<file path="config.mk">
export PLATFORM = sky130hd
export DESIGN_NAME = cpc_top
export DESIGN_NICKNAME = d
export VERILOG_FILES = /design/src/rtl/cpc_pkg.sv /design/src/rtl/cpc_top.sv
export SDC_FILE = /design/constraint.sdc
export NUM_CORES = 1
export LEC_CHECK = 0
export ABC_CLOCK_PERIOD_IN_PS = 3700
export BUFFER_PORTS_ARGS = -buffer_cell sky130_fd_sc_hd__buf_4
export CAP_MARGIN = 20
export CORE_MARGIN = 5
export CORE_UTILIZATION = 35
export CTS_BUF_LIST = sky130_fd_sc_hd__clkbuf_4
export CTS_CLUSTER_DIAMETER = 30
export DETAILED_ROUTE_END_ITERATION = 12
export PLACE_DENSITY = 0.58
export SYNTH_ARGS = -nofsm -noshare
export SYNTH_HDL_FRONTEND = slang
export SYNTH_SLANG_ARGS = --single-unit
</file>
<file path="constraint.sdc">
create_clock -name CLOCK -period 3.7 [get_ports CLOCK]
set_input_delay 0.185 -clock CLOCK [delete_from_list [all_inputs] [get_ports CLOCK]]
set_output_delay 0.185 -clock CLOCK [all_outputs]
set_load 0.02 [all_outputs]
</file>
<file path="src/rtl/cpc_pkg.sv">
package cpc_pkg;

  // ----------------------------------------------------------------
  // Timing
  // ----------------------------------------------------------------
  localparam int CLK_MHZ = 200;
  localparam int FAULT_PULSE_US = 128;
  localparam int FAULT_PULSE_CYC = FAULT_PULSE_US * CLK_MHZ;
  localparam int PULSE_CNT_W = 16;

  // ----------------------------------------------------------------
  // Input current limit codes and reset values
  // ----------------------------------------------------------------
  typedef enum logic [1:0] {
    CPC_ILIM_100MA = 2'h0,
    CPC_ILIM_1500MA = 2'h1
  } cpc_ilim_t;

  localparam cpc_ilim_t ILIM_RESET = CPC_ILIM_100MA;
  localparam logic [1:0] TS_FAULT_RESET = 2'h0;

  typedef enum logic [1:0] {
    CPC_TS_NORMAL = 2'h0,
    CPC_TS_WARM = 2'h1,
    CPC_TS_COOL = 2'h2,
    CPC_TS_COLD = 2'h3
  } cpc_ts_t;

  // Comparator results from the analog front end.
  typedef struct packed {
    logic in_present;
    logic above_uvlo;
    logic above_sleep;
  } cpc_supply_t;

  // Four thermistor comparators, each high when its threshold is crossed.
  typedef struct packed {
    logic cold;
    logic cool;
    logic warm;
    logic hot;
  } cpc_therm_t;

endpackage

</file>
<file path="src/rtl/cpc_top.sv">
`timescale 1ns/1ps
module cpc_top
  import cpc_pkg::*;
(
  // Clock and reset
  input wire logic CLOCK,
  input wire logic RST_N,
  // Variant and pins
  input wire logic VARIANT_PSEL,
  input wire logic HW_DISABLE_INPUT,
  input wire logic SOURCE_SELECT,
  input wire logic DPDM_SHORT,
  // Analog comparators
  input wire cpc_supply_t SUPPLY,
  input wire cpc_therm_t PACK_THERMISTOR_INPUT,
  // Charger core
  input wire logic CYCLE_START,
  input wire logic CHARGING,
  input wire logic CHARGE_DONE,
  input wire logic FAULT,
  input wire logic STAT_ENABLE,
  // Outputs
  output logic HIZ_MODE,
  output cpc_ilim_t INPUT_ILIM,
  output logic USB_LOW_CURRENT_MODE,
  output logic GATE_DRIVE_SUPPLY,
  output logic DISCHARGE_FET_GATE,
  output logic STAT_OUT,
  output logic STAT_OE,
  output logic INT_OUT,
  output logic INT_OE,
  output cpc_ts_t TS_FAULT
);

  // ----------------------------------------------------------------
  // Supply qualification
  // ----------------------------------------------------------------
  wire logic supply_ok = SUPPLY.in_present & SUPPLY.above_uvlo & SUPPLY.above_sleep;
  wire logic hiz = HW_DISABLE_INPUT;

  // ----------------------------------------------------------------
  // Input current limit selection
  // ----------------------------------------------------------------
  // The D+/D- result is only meaningful on the detection variant.
  wire cpc_ilim_t ilim_dpdm = DPDM_SHORT ? CPC_ILIM_1500MA : CPC_ILIM_100MA;
  wire cpc_ilim_t ilim_psel = SOURCE_SELECT ? CPC_ILIM_100MA : CPC_ILIM_1500MA;
  wire cpc_ilim_t ilim_pick = VARIANT_PSEL ? ilim_psel : ilim_dpdm;
  wire logic sample_now = CYCLE_START & ~hiz;
  cpc_ilim_t ilim_q;
  wire cpc_ilim_t ilim_d = sample_now ? ilim_pick : ilim_q;

  always_ff @(posedge CLOCK or negedge RST_N) begin
    if (!RST_N) begin
      ilim_q <= ILIM_RESET;
    end else begin
      ilim_q <= ilim_d;
    end
  end

  // ----------------------------------------------------------------
  // Fault pulse timer
  // ----------------------------------------------------------------
  // A fault during a running pulse restarts it, so while STAT_ENABLE is high
  // the host sees at least the full width after the latest fault.
  localparam logic [PULSE_CNT_W-1:0] PULSE_LOAD = PULSE_CNT_W'(FAULT_PULSE_CYC);
  logic [PULSE_CNT_W-1:0] pulse_q;
  logic fault_q;
  wire logic fault_rise = FAULT & ~fault_q;
  wire logic pulse_on = pulse_q != '0;
  wire logic [PULSE_CNT_W-1:0] pulse_d = fault_rise ? PULSE_LOAD :
                                         (pulse_on ? pulse_q - 1'b1 : pulse_q);

  always_ff @(posedge CLOCK or negedge RST_N) begin
    if (!RST_N) begin
      pulse_q <= '0;
      fault_q <= 1'b0;
    end else begin
      pulse_q <= pulse_d;
      fault_q <= FAULT;
    end
  end

  // ----------------------------------------------------------------
  // Status outputs
  // ----------------------------------------------------------------
  wire logic charging_low = CHARGING & ~CHARGE_DONE & ~hiz;
  wire logic stat_low_d = STAT_ENABLE & (charging_low | pulse_on);
  logic stat_low_q;

  always_ff @(posedge CLOCK or negedge RST_N) begin
    if (!RST_N) begin
      stat_low_q <= 1'b0;
    end else begin
      stat_low_q <= stat_low_d;
    end
  end

  assign STAT_OUT = 1'b0;
  assign STAT_OE = stat_low_q;
  assign INT_OUT = 1'b0;
  assign INT_OE = stat_low_q;

  // ----------------------------------------------------------------
  // Supply, gate and thermistor outputs
  // ----------------------------------------------------------------
  logic drv_q;
  logic discharge_fet_gate_q;
  cpc_ts_t ts_q;
  wire cpc_ts_t ts_d = PACK_THERMISTOR_INPUT.cold ? CPC_TS_COLD :
                       PACK_THERMISTOR_INPUT.cool ? CPC_TS_COOL :
                       (PACK_THERMISTOR_INPUT.warm | PACK_THERMISTOR_INPUT.hot) ? CPC_TS_WARM :
                       CPC_TS_NORMAL;

  always_ff @(posedge CLOCK or negedge RST_N) begin
    if (!RST_N) begin
      drv_q <= 1'b0;
      discharge_fet_gate_q <= 1'b0;
      ts_q <= cpc_ts_t'(TS_FAULT_RESET);
    end else begin
      drv_q <= supply_ok;
      discharge_fet_gate_q <= supply_ok & SUPPLY.in_present & ~hiz;
      ts_q <= ts_d;
    end
  end

  assign HIZ_MODE = hiz;
  assign INPUT_ILIM = ilim_q;
  assign USB_LOW_CURRENT_MODE = ilim_q == CPC_ILIM_100MA;
  assign GATE_DRIVE_SUPPLY = drv_q;
  assign DISCHARGE_FET_GATE = discharge_fet_gate_q;
  assign TS_FAULT = ts_q;
endmodule // cpc_top

</file>
==> results of run 1 <==
[logic make-up (layout without fill, tap and decap cells)]
family                   Yosys count  in the layout  synth area share (%)
multiplexers                       2              2                  1.65
buffers and inverters             14             38                  6.38
flip-flops                        23             23                  47.4
other                              1              3                 0.309
AO/OA/AOI/OAI                     29             29                  16.5
AND/OR/NAND/NOR                   57             57                  26.8
adder cells (fa/ha/maj)            1              1                  1.03
[area by class of cell]
cell class / count / area [um2]
flip-flops and latches: 23 / 576
repair buffers: 28 / 215
fillers: 343 / 1870
inverters: 6 / 22.5
clock buffers: 4 / 30.0
well taps: 46 / 57.6
multi-input cells: 92 / 569
[metrics by stage]
stage                     hold slack, ps  area, um2
after floorplan                     -111       1220
after global placement              97.6       1420
after detailed placement             106       1420
after CTS                           29.1       1470
after global routing                31.0       1470
final                               46.7       1470
[worst max-delay path by stage]
stage,from,endpoint,depth (start not counted)
after global placement,pulse_q[0],pulse_q[10],6
after CTS,pulse_q[0],pulse_q[10],6
final,pulse_q[0],pulse_q[10],6
after global routing,pulse_q[0],pulse_q[10],6
after detailed placement,pulse_q[0],pulse_q[10],6
after floorplan,pulse_q[0],pulse_q[10],6
[synth_stat cells, types with 2 or more instances]
cell / number / area share (%)
a21oi_1: 10 / 4.1
a31o_2: 2 / 1.4
and2_1: 3 / 1.5
buf_4: 5 / 3.1
dfrtp_1: 23 / 47
inv_1: 6 / 1.9
mux2i_1: 2 / 1.6
nand2_1: 8 / 2.5
nand2b_1: 4 / 2.1
nand3_1: 2 / 0.82
nand4_1: 3 / 1.5
nor2_1: 12 / 3.7
nor3_1: 2 / 0.82
nor3b_1: 2 / 1.2
nor4_1: 5 / 2.6
o31ai_1: 3 / 1.9
o41ai_1: 2 / 1.4
or2_2: 2 / 1.0
or3_1: 2 / 1.0
or4_1: 3 / 1.9
[report_power, final]
part	switching, mW	leakage [nW]	internal (mW)
Combinational	0.157	0.348	0.131
Clock	0.0710	0.0184	0.0493
Sequential	0.0664	0.281	0.307
Total	0.294	0.647	0.487
[worst max-delay path, stage by stage (launching register included)]
cell and delay [ps]:
dfrtp_1 430, inv_1 90, ha_1 210, nor3b_1 470
nand2_1 270, or4_2 660, nand3_1 100
[repair_timing]
action,in CTS,in global routing
hold buffers,2,0
endpoints found under the hold margin,24,0
gates resized for setup,0,0
[routing by layer]
layer	global-route usage, %	vias to the layer above	share of wire, %
met5	0	-	0
met4	3.65	0	0.50
met3	3.40	2	7.6
met2	22.0	36	50
met1	14.8	500	42
li1	-	514	-
[state kept, by name, summed over array words and instances, names as in the netlist]
signal,flops
DISCHARGE_FET_GATE,1
fault_q,1
GATE_DRIVE_SUPPLY,1
pulse_q,16
INT_OE,1
INPUT_ILIM,1
TS_FAULT,2
==> flow_metrics.py, run 1 <==
metrics = {
    "power_and_ir_drop": {
        "cellLeakagePower_nw": 0.647,
        "power.density_mw_per_mm2": 531,
        "ir_drop_uv": 201,
        "power_uw": 781,
    },
    "critical_path": {
        "r2r-start": "pulse_q[0]",
        "crit_path_start_kind": "flip-flop",
        "r2r_end": "pulse_q[10]",
        "reg2regPathDepth": 6,
        "crit_arrival_ps": 2530,
        "path_class": "reg -> reg",
        "path_max_fanout": 7,
        "endpoint_kind": "flip-flop",
        "crit_required_ps": 3940,
        "ff2ff_setup_slack_ps": 1410,
    },
    "floorplanning": {
        "die_x_um": 68.9,
        "pin_count": 30,
        "dieArea_mm2": 0.00475,
        "initial_core_util_pct": 36.4,
        "die_h_um": 68.9,
        "rows": 21,
        "core_mm2": 0.00334,
    },
    "detailed_routing": {
        "routed-via-count": 1052,
        "firstDrtPassIters": 4,
        "wl_um": 2580,
        "ant_nets": 0,
        "wl_per_cell_um": 13.0,
        "drc": 0,
        "drt_iter0_drc": 84,
        "viasPerCell": 5.29,
    },
    "timing": {
        "post-route-min-period_ps": 2290,
        "tightest_slew_ps": 875,
        "drv_slew": 0,
        "fmax_mhz": 437,
        "fin_setup_tns_ps": 0,
        "maxSlewHeadroom_pct": 41.2,
        "fin_crit_sh_pct": 61.9,
        "rsz0062_at_grt": "no",
        "setup_viol_count_final": 0,
        "finClkSkew_ps": 5.87,
        "hold_violations": 0,
        "timing.final.ws_setup_ps": 1410,
    },
    "synth": {
        "ys_async_sr_fraction_pct": 100,
        "synth_area_mm2": 0.00121,
        "synth_edf_count": 0,
        "ys_ff_latch": 23,
        "postSynthAreaPerCell_um2": 9.57,
        "ys_seq_area_share_pct": 47.4,
        "syn_inst": 127,
        "yosys_warnings": 0,
        "synth_flop_cell": "dfrtp_1",
        "synth_cell_types": 46,
    },
    "placed_design": {
        "gp_congestion": 0.833,
        "dp_hpwl_um": 1940,
        "dp.cells": 193,
        "dp_slack_ps": 1510,
        "numPortBuffers": 26,
    },
    "final_layout": {
        "fin_cells": 199,
        "nNetsFinal": 173,
        "area.growth.synth_to_final_pct": 21.0,
        "mostFrequentLayoutCells": "buf_4 (26), dfrtp_1 (23), nor2_1 (12), a21oi_1 (10), nand2_1 (8)",
        "antenna_cells": 0,
        "final_common_cell": "buf_4",
        "final_util_pct": 44.1,
        "drive_gt1_share_pct": 24.2,
    },
    "cts": {
        "clock_path_buffers": 2,
        "cts-root-buf": "clkbuf_4",
        "cts_buffers": 3,
        "postCtsSetupBuffers": 0,
        "clk_pin_slew_worst_paths_ps": 120,
        "clk_latency_ps": 300,
        "cts_tree": "built",
        "clock-sinks": 23,
        "h-tree-depth": 1,
    },
    "global_route": {
        "antenna_found_initial": 0,
        "grt_max_degree": 24,
        "track_usage_pct": 12.5,
        "overflow": 0,
        "grt_pass1_vias": 1062,
        "grt_pass1_wl_um": 4510,
    },
    "min_path": {
        "hold_class": "in -> reg",
        "hold_path_depth": 2,
        "min_to": "TS_FAULT[0]",
        "worstHoldStart": "PACK_THERMISTOR_INPUT[2]",
    },
    "outcome": {
        "outcome": "finished clean",
    },
    "flow_run": {
        "maxCapViolCount": 0,
    },
}
Power figures use the tool's default switching activity.
==> run 2: changes to the inputs <==
--- a/config.mk
+++ b/config.mk
@@ -5,7 +5,7 @@
 export SDC_FILE = /design/constraint.sdc
 export NUM_CORES = 1
 export LEC_CHECK = 0
-export ABC_CLOCK_PERIOD_IN_PS = 3700
+export ABC_CLOCK_PERIOD_IN_PS = 2100
 export BUFFER_PORTS_ARGS = -buffer_cell sky130_fd_sc_hd__buf_4
 export CAP_MARGIN = 20
 export CORE_MARGIN = 5
@@ -13,7 +13,7 @@
 export CTS_BUF_LIST = sky130_fd_sc_hd__clkbuf_4
 export CTS_CLUSTER_DIAMETER = 30
 export DETAILED_ROUTE_END_ITERATION = 12
-export PLACE_DENSITY = 0.58
+export PLACE_DENSITY = 0.6
 export SYNTH_ARGS = -nofsm -noshare
 export SYNTH_HDL_FRONTEND = slang
 export SYNTH_SLANG_ARGS = --single-unit
==> constraint.sdc (replaced) <==
create_clock -name CLOCK -period 2.1 [get_ports CLOCK]
set_input_delay 0.105 -clock CLOCK [delete_from_list [all_inputs] [get_ports CLOCK]]
set_output_delay 0.105 -clock CLOCK [all_outputs]
set_load 0.02 [all_outputs]
==> run 2 against run 1 <==
- hold slack lost 6.0 ps
- final area is 6.1% higher
- sequential cell count unchanged
- final cell count up 5.0%
- critical path depth shrank 2
- power up 86%
- sequential share of layout area shrank 2.3 points
==> flow_metrics.py, run 2 (synthesized netlist as in run 1, its figures left out) <==
metrics = {
    "outcome": {
        "outcome": "finished clean",
    },
    "min_path": {
        "hold_class": "in -> reg",
        "hold_path_depth": 2,
        "worstHoldStart": "SUPPLY[1]",
        "min_to": "GATE_DRIVE_SUPPLY",
    },
    "placed_design": {
        "placed_area_mm2": 0.00146,
        "dp_hpwl_um": 2020,
        "gp_congestion": 0.856,
        "dp_slack_ps": 100,
        "dp.cells": 198,
        "numPortBuffers": 26,
    },
    "critical_path": {
        "reg2regPathDepth": 4,
        "crit_arrival_ps": 2200,
        "path_class": "reg -> reg",
        "endpoint_kind": "flip-flop",
        "crit_path_start_kind": "flip-flop",
        "crit_required_ps": 2340,
        "path_max_fanout": 5,
        "ff2ff_setup_slack_ps": 140,
        "r2r_end": "pulse_q[12]",
        "crit_path_start": "pulse_q[8]",
        "r2r-start": "pulse_q[8]",
    },
    "timing": {
        "rsz0062_at_grt": "no",
        "fin_setup_tns_ps": 0,
        "hold_violations": 0,
        "fin_crit_sh_pct": 93.3,
        "timing.final.ws_setup_ps": 140,
        "finClkSkew_ps": 6.17,
        "fmax_mhz": 510,
        "drv_slew": 0,
        "hold_ws_ps": 40.7,
        "post-route-min-period_ps": 1960,
        "setup_viol_count_final": 0,
    },
    "final_layout": {
        "area.growth.synth_to_final_pct": 28.4,
        "final_area_mm2": 0.00156,
        "nNetsFinal": 183,
        "antenna_cells": 0,
        "regMostFlops": "pulse_q",
        "drive_gt1_share_pct": 26.4,
        "fill_cells": 346,
        "final_util_pct": 46.8,
        "largest_reg_flops": 16,
        "final_common_cell": "buf_4",
        "mostFrequentLayoutCells": "buf_4 (31), dfrtp_1 (23), nor2_1 (12), a21oi_1 (10), nand2_1 (8)",
        "fin_cells": 209,
    },
    "detailed_routing": {
        "firstDrtPassIters": 4,
        "wl_per_cell_um": 13.5,
        "routed-via-count": 1077,
        "wl_um": 2820,
        "drc": 0,
        "ant_nets": 0,
        "drt_iter0_drc": 70,
        "viasPerCell": 5.15,
    },
    "power_and_ir_drop": {
        "ir_drop_uv": 437,
        "power_mw": 1.45,
        "cellLeakagePower_nw": 0.693,
        "power.density_mw_per_mm2": 930,
    },
    "floorplanning": {
        "dieArea_mm2": 0.00475,
        "pin_count": 30,
        "die_x_um": 68.9,
        "die_h_um": 68.9,
        "initial_core_util_pct": 36.4,
        "rows": 21,
        "core_mm2": 0.00334,
    },
    "global_route": {
        "grt_pass1_vias": 1133,
        "grt_max_degree": 24,
        "antenna_found_initial": 0,
        "grt_pass1_wl_um": 4800,
        "overflow": 0,
        "track_usage_pct": 13.5,
    },
    "cts": {
        "clk_pin_slew_worst_paths_ps": 130,
        "postCtsSetupBuffers": 0,
        "clock-sinks": 23,
        "clock_path_buffers": 2,
        "cts-root-buf": "clkbuf_4",
        "clk_latency_ps": 310,
        "h-tree-depth": 1,
        "cts_tree": "built",
        "cts_buffers": 3,
    },
    "flow_run": {
        "maxCapViolCount": 0,
    },
}
[run 2: worst max-delay path by stage]
stage / cells after the start / end
final: 4 / pulse_q[12]
after global routing: 4 / pulse_q[7]
after CTS: 6 / pulse_q[10]
after detailed placement: 6 / pulse_q[10]
after global placement: 6 / pulse_q[10]
after floorplan: 6 / pulse_q[10]
[run 2: what timing repair did]
action                                  CTS  global route
resized for setup                         0             1
endpoints found under the setup margin    0             3
endpoints found under the hold margin    28             0
hold buffers                              7             0
[run 2: per-layer routing]
metal	track usage [%]	share of wire (%)	up-vias
li1	-	-	537
met2	24.3	49	42
met4	5.60	1.7	0
met3	2.27	5.3	7
met5	0	0	-
met1	15.8	44	491
[run 2: layout make-up]
cell class / count / area (um2) / share of cell area, %
well taps: 46 / 57.6 / 3.69
inverters: 6 / 22.5 / 1.44
flip-flops and latches: 23 / 576 / 36.9
clock inverters: 1 / 5.00 / 0.321
clock buffers: 3 / 22.5 / 1.44
multi-input cells: 92 / 574 / 36.8
repair buffers: 38 / 303 / 19.4
[run 2: critical path, stage by stage (launching register included)]
cell	delay, ps
dfrtp_1	430
or4_4	580
or3_1	340
or4_1	400
a21oi_1	140
[run 2: power breakdown]
part           switching (mW)  leakage (nW)  internal (mW)
registers               0.109         0.281          0.540
clock network           0.133        0.0177         0.0712
logic                   0.308         0.395          0.289
total                   0.551         0.693          0.901
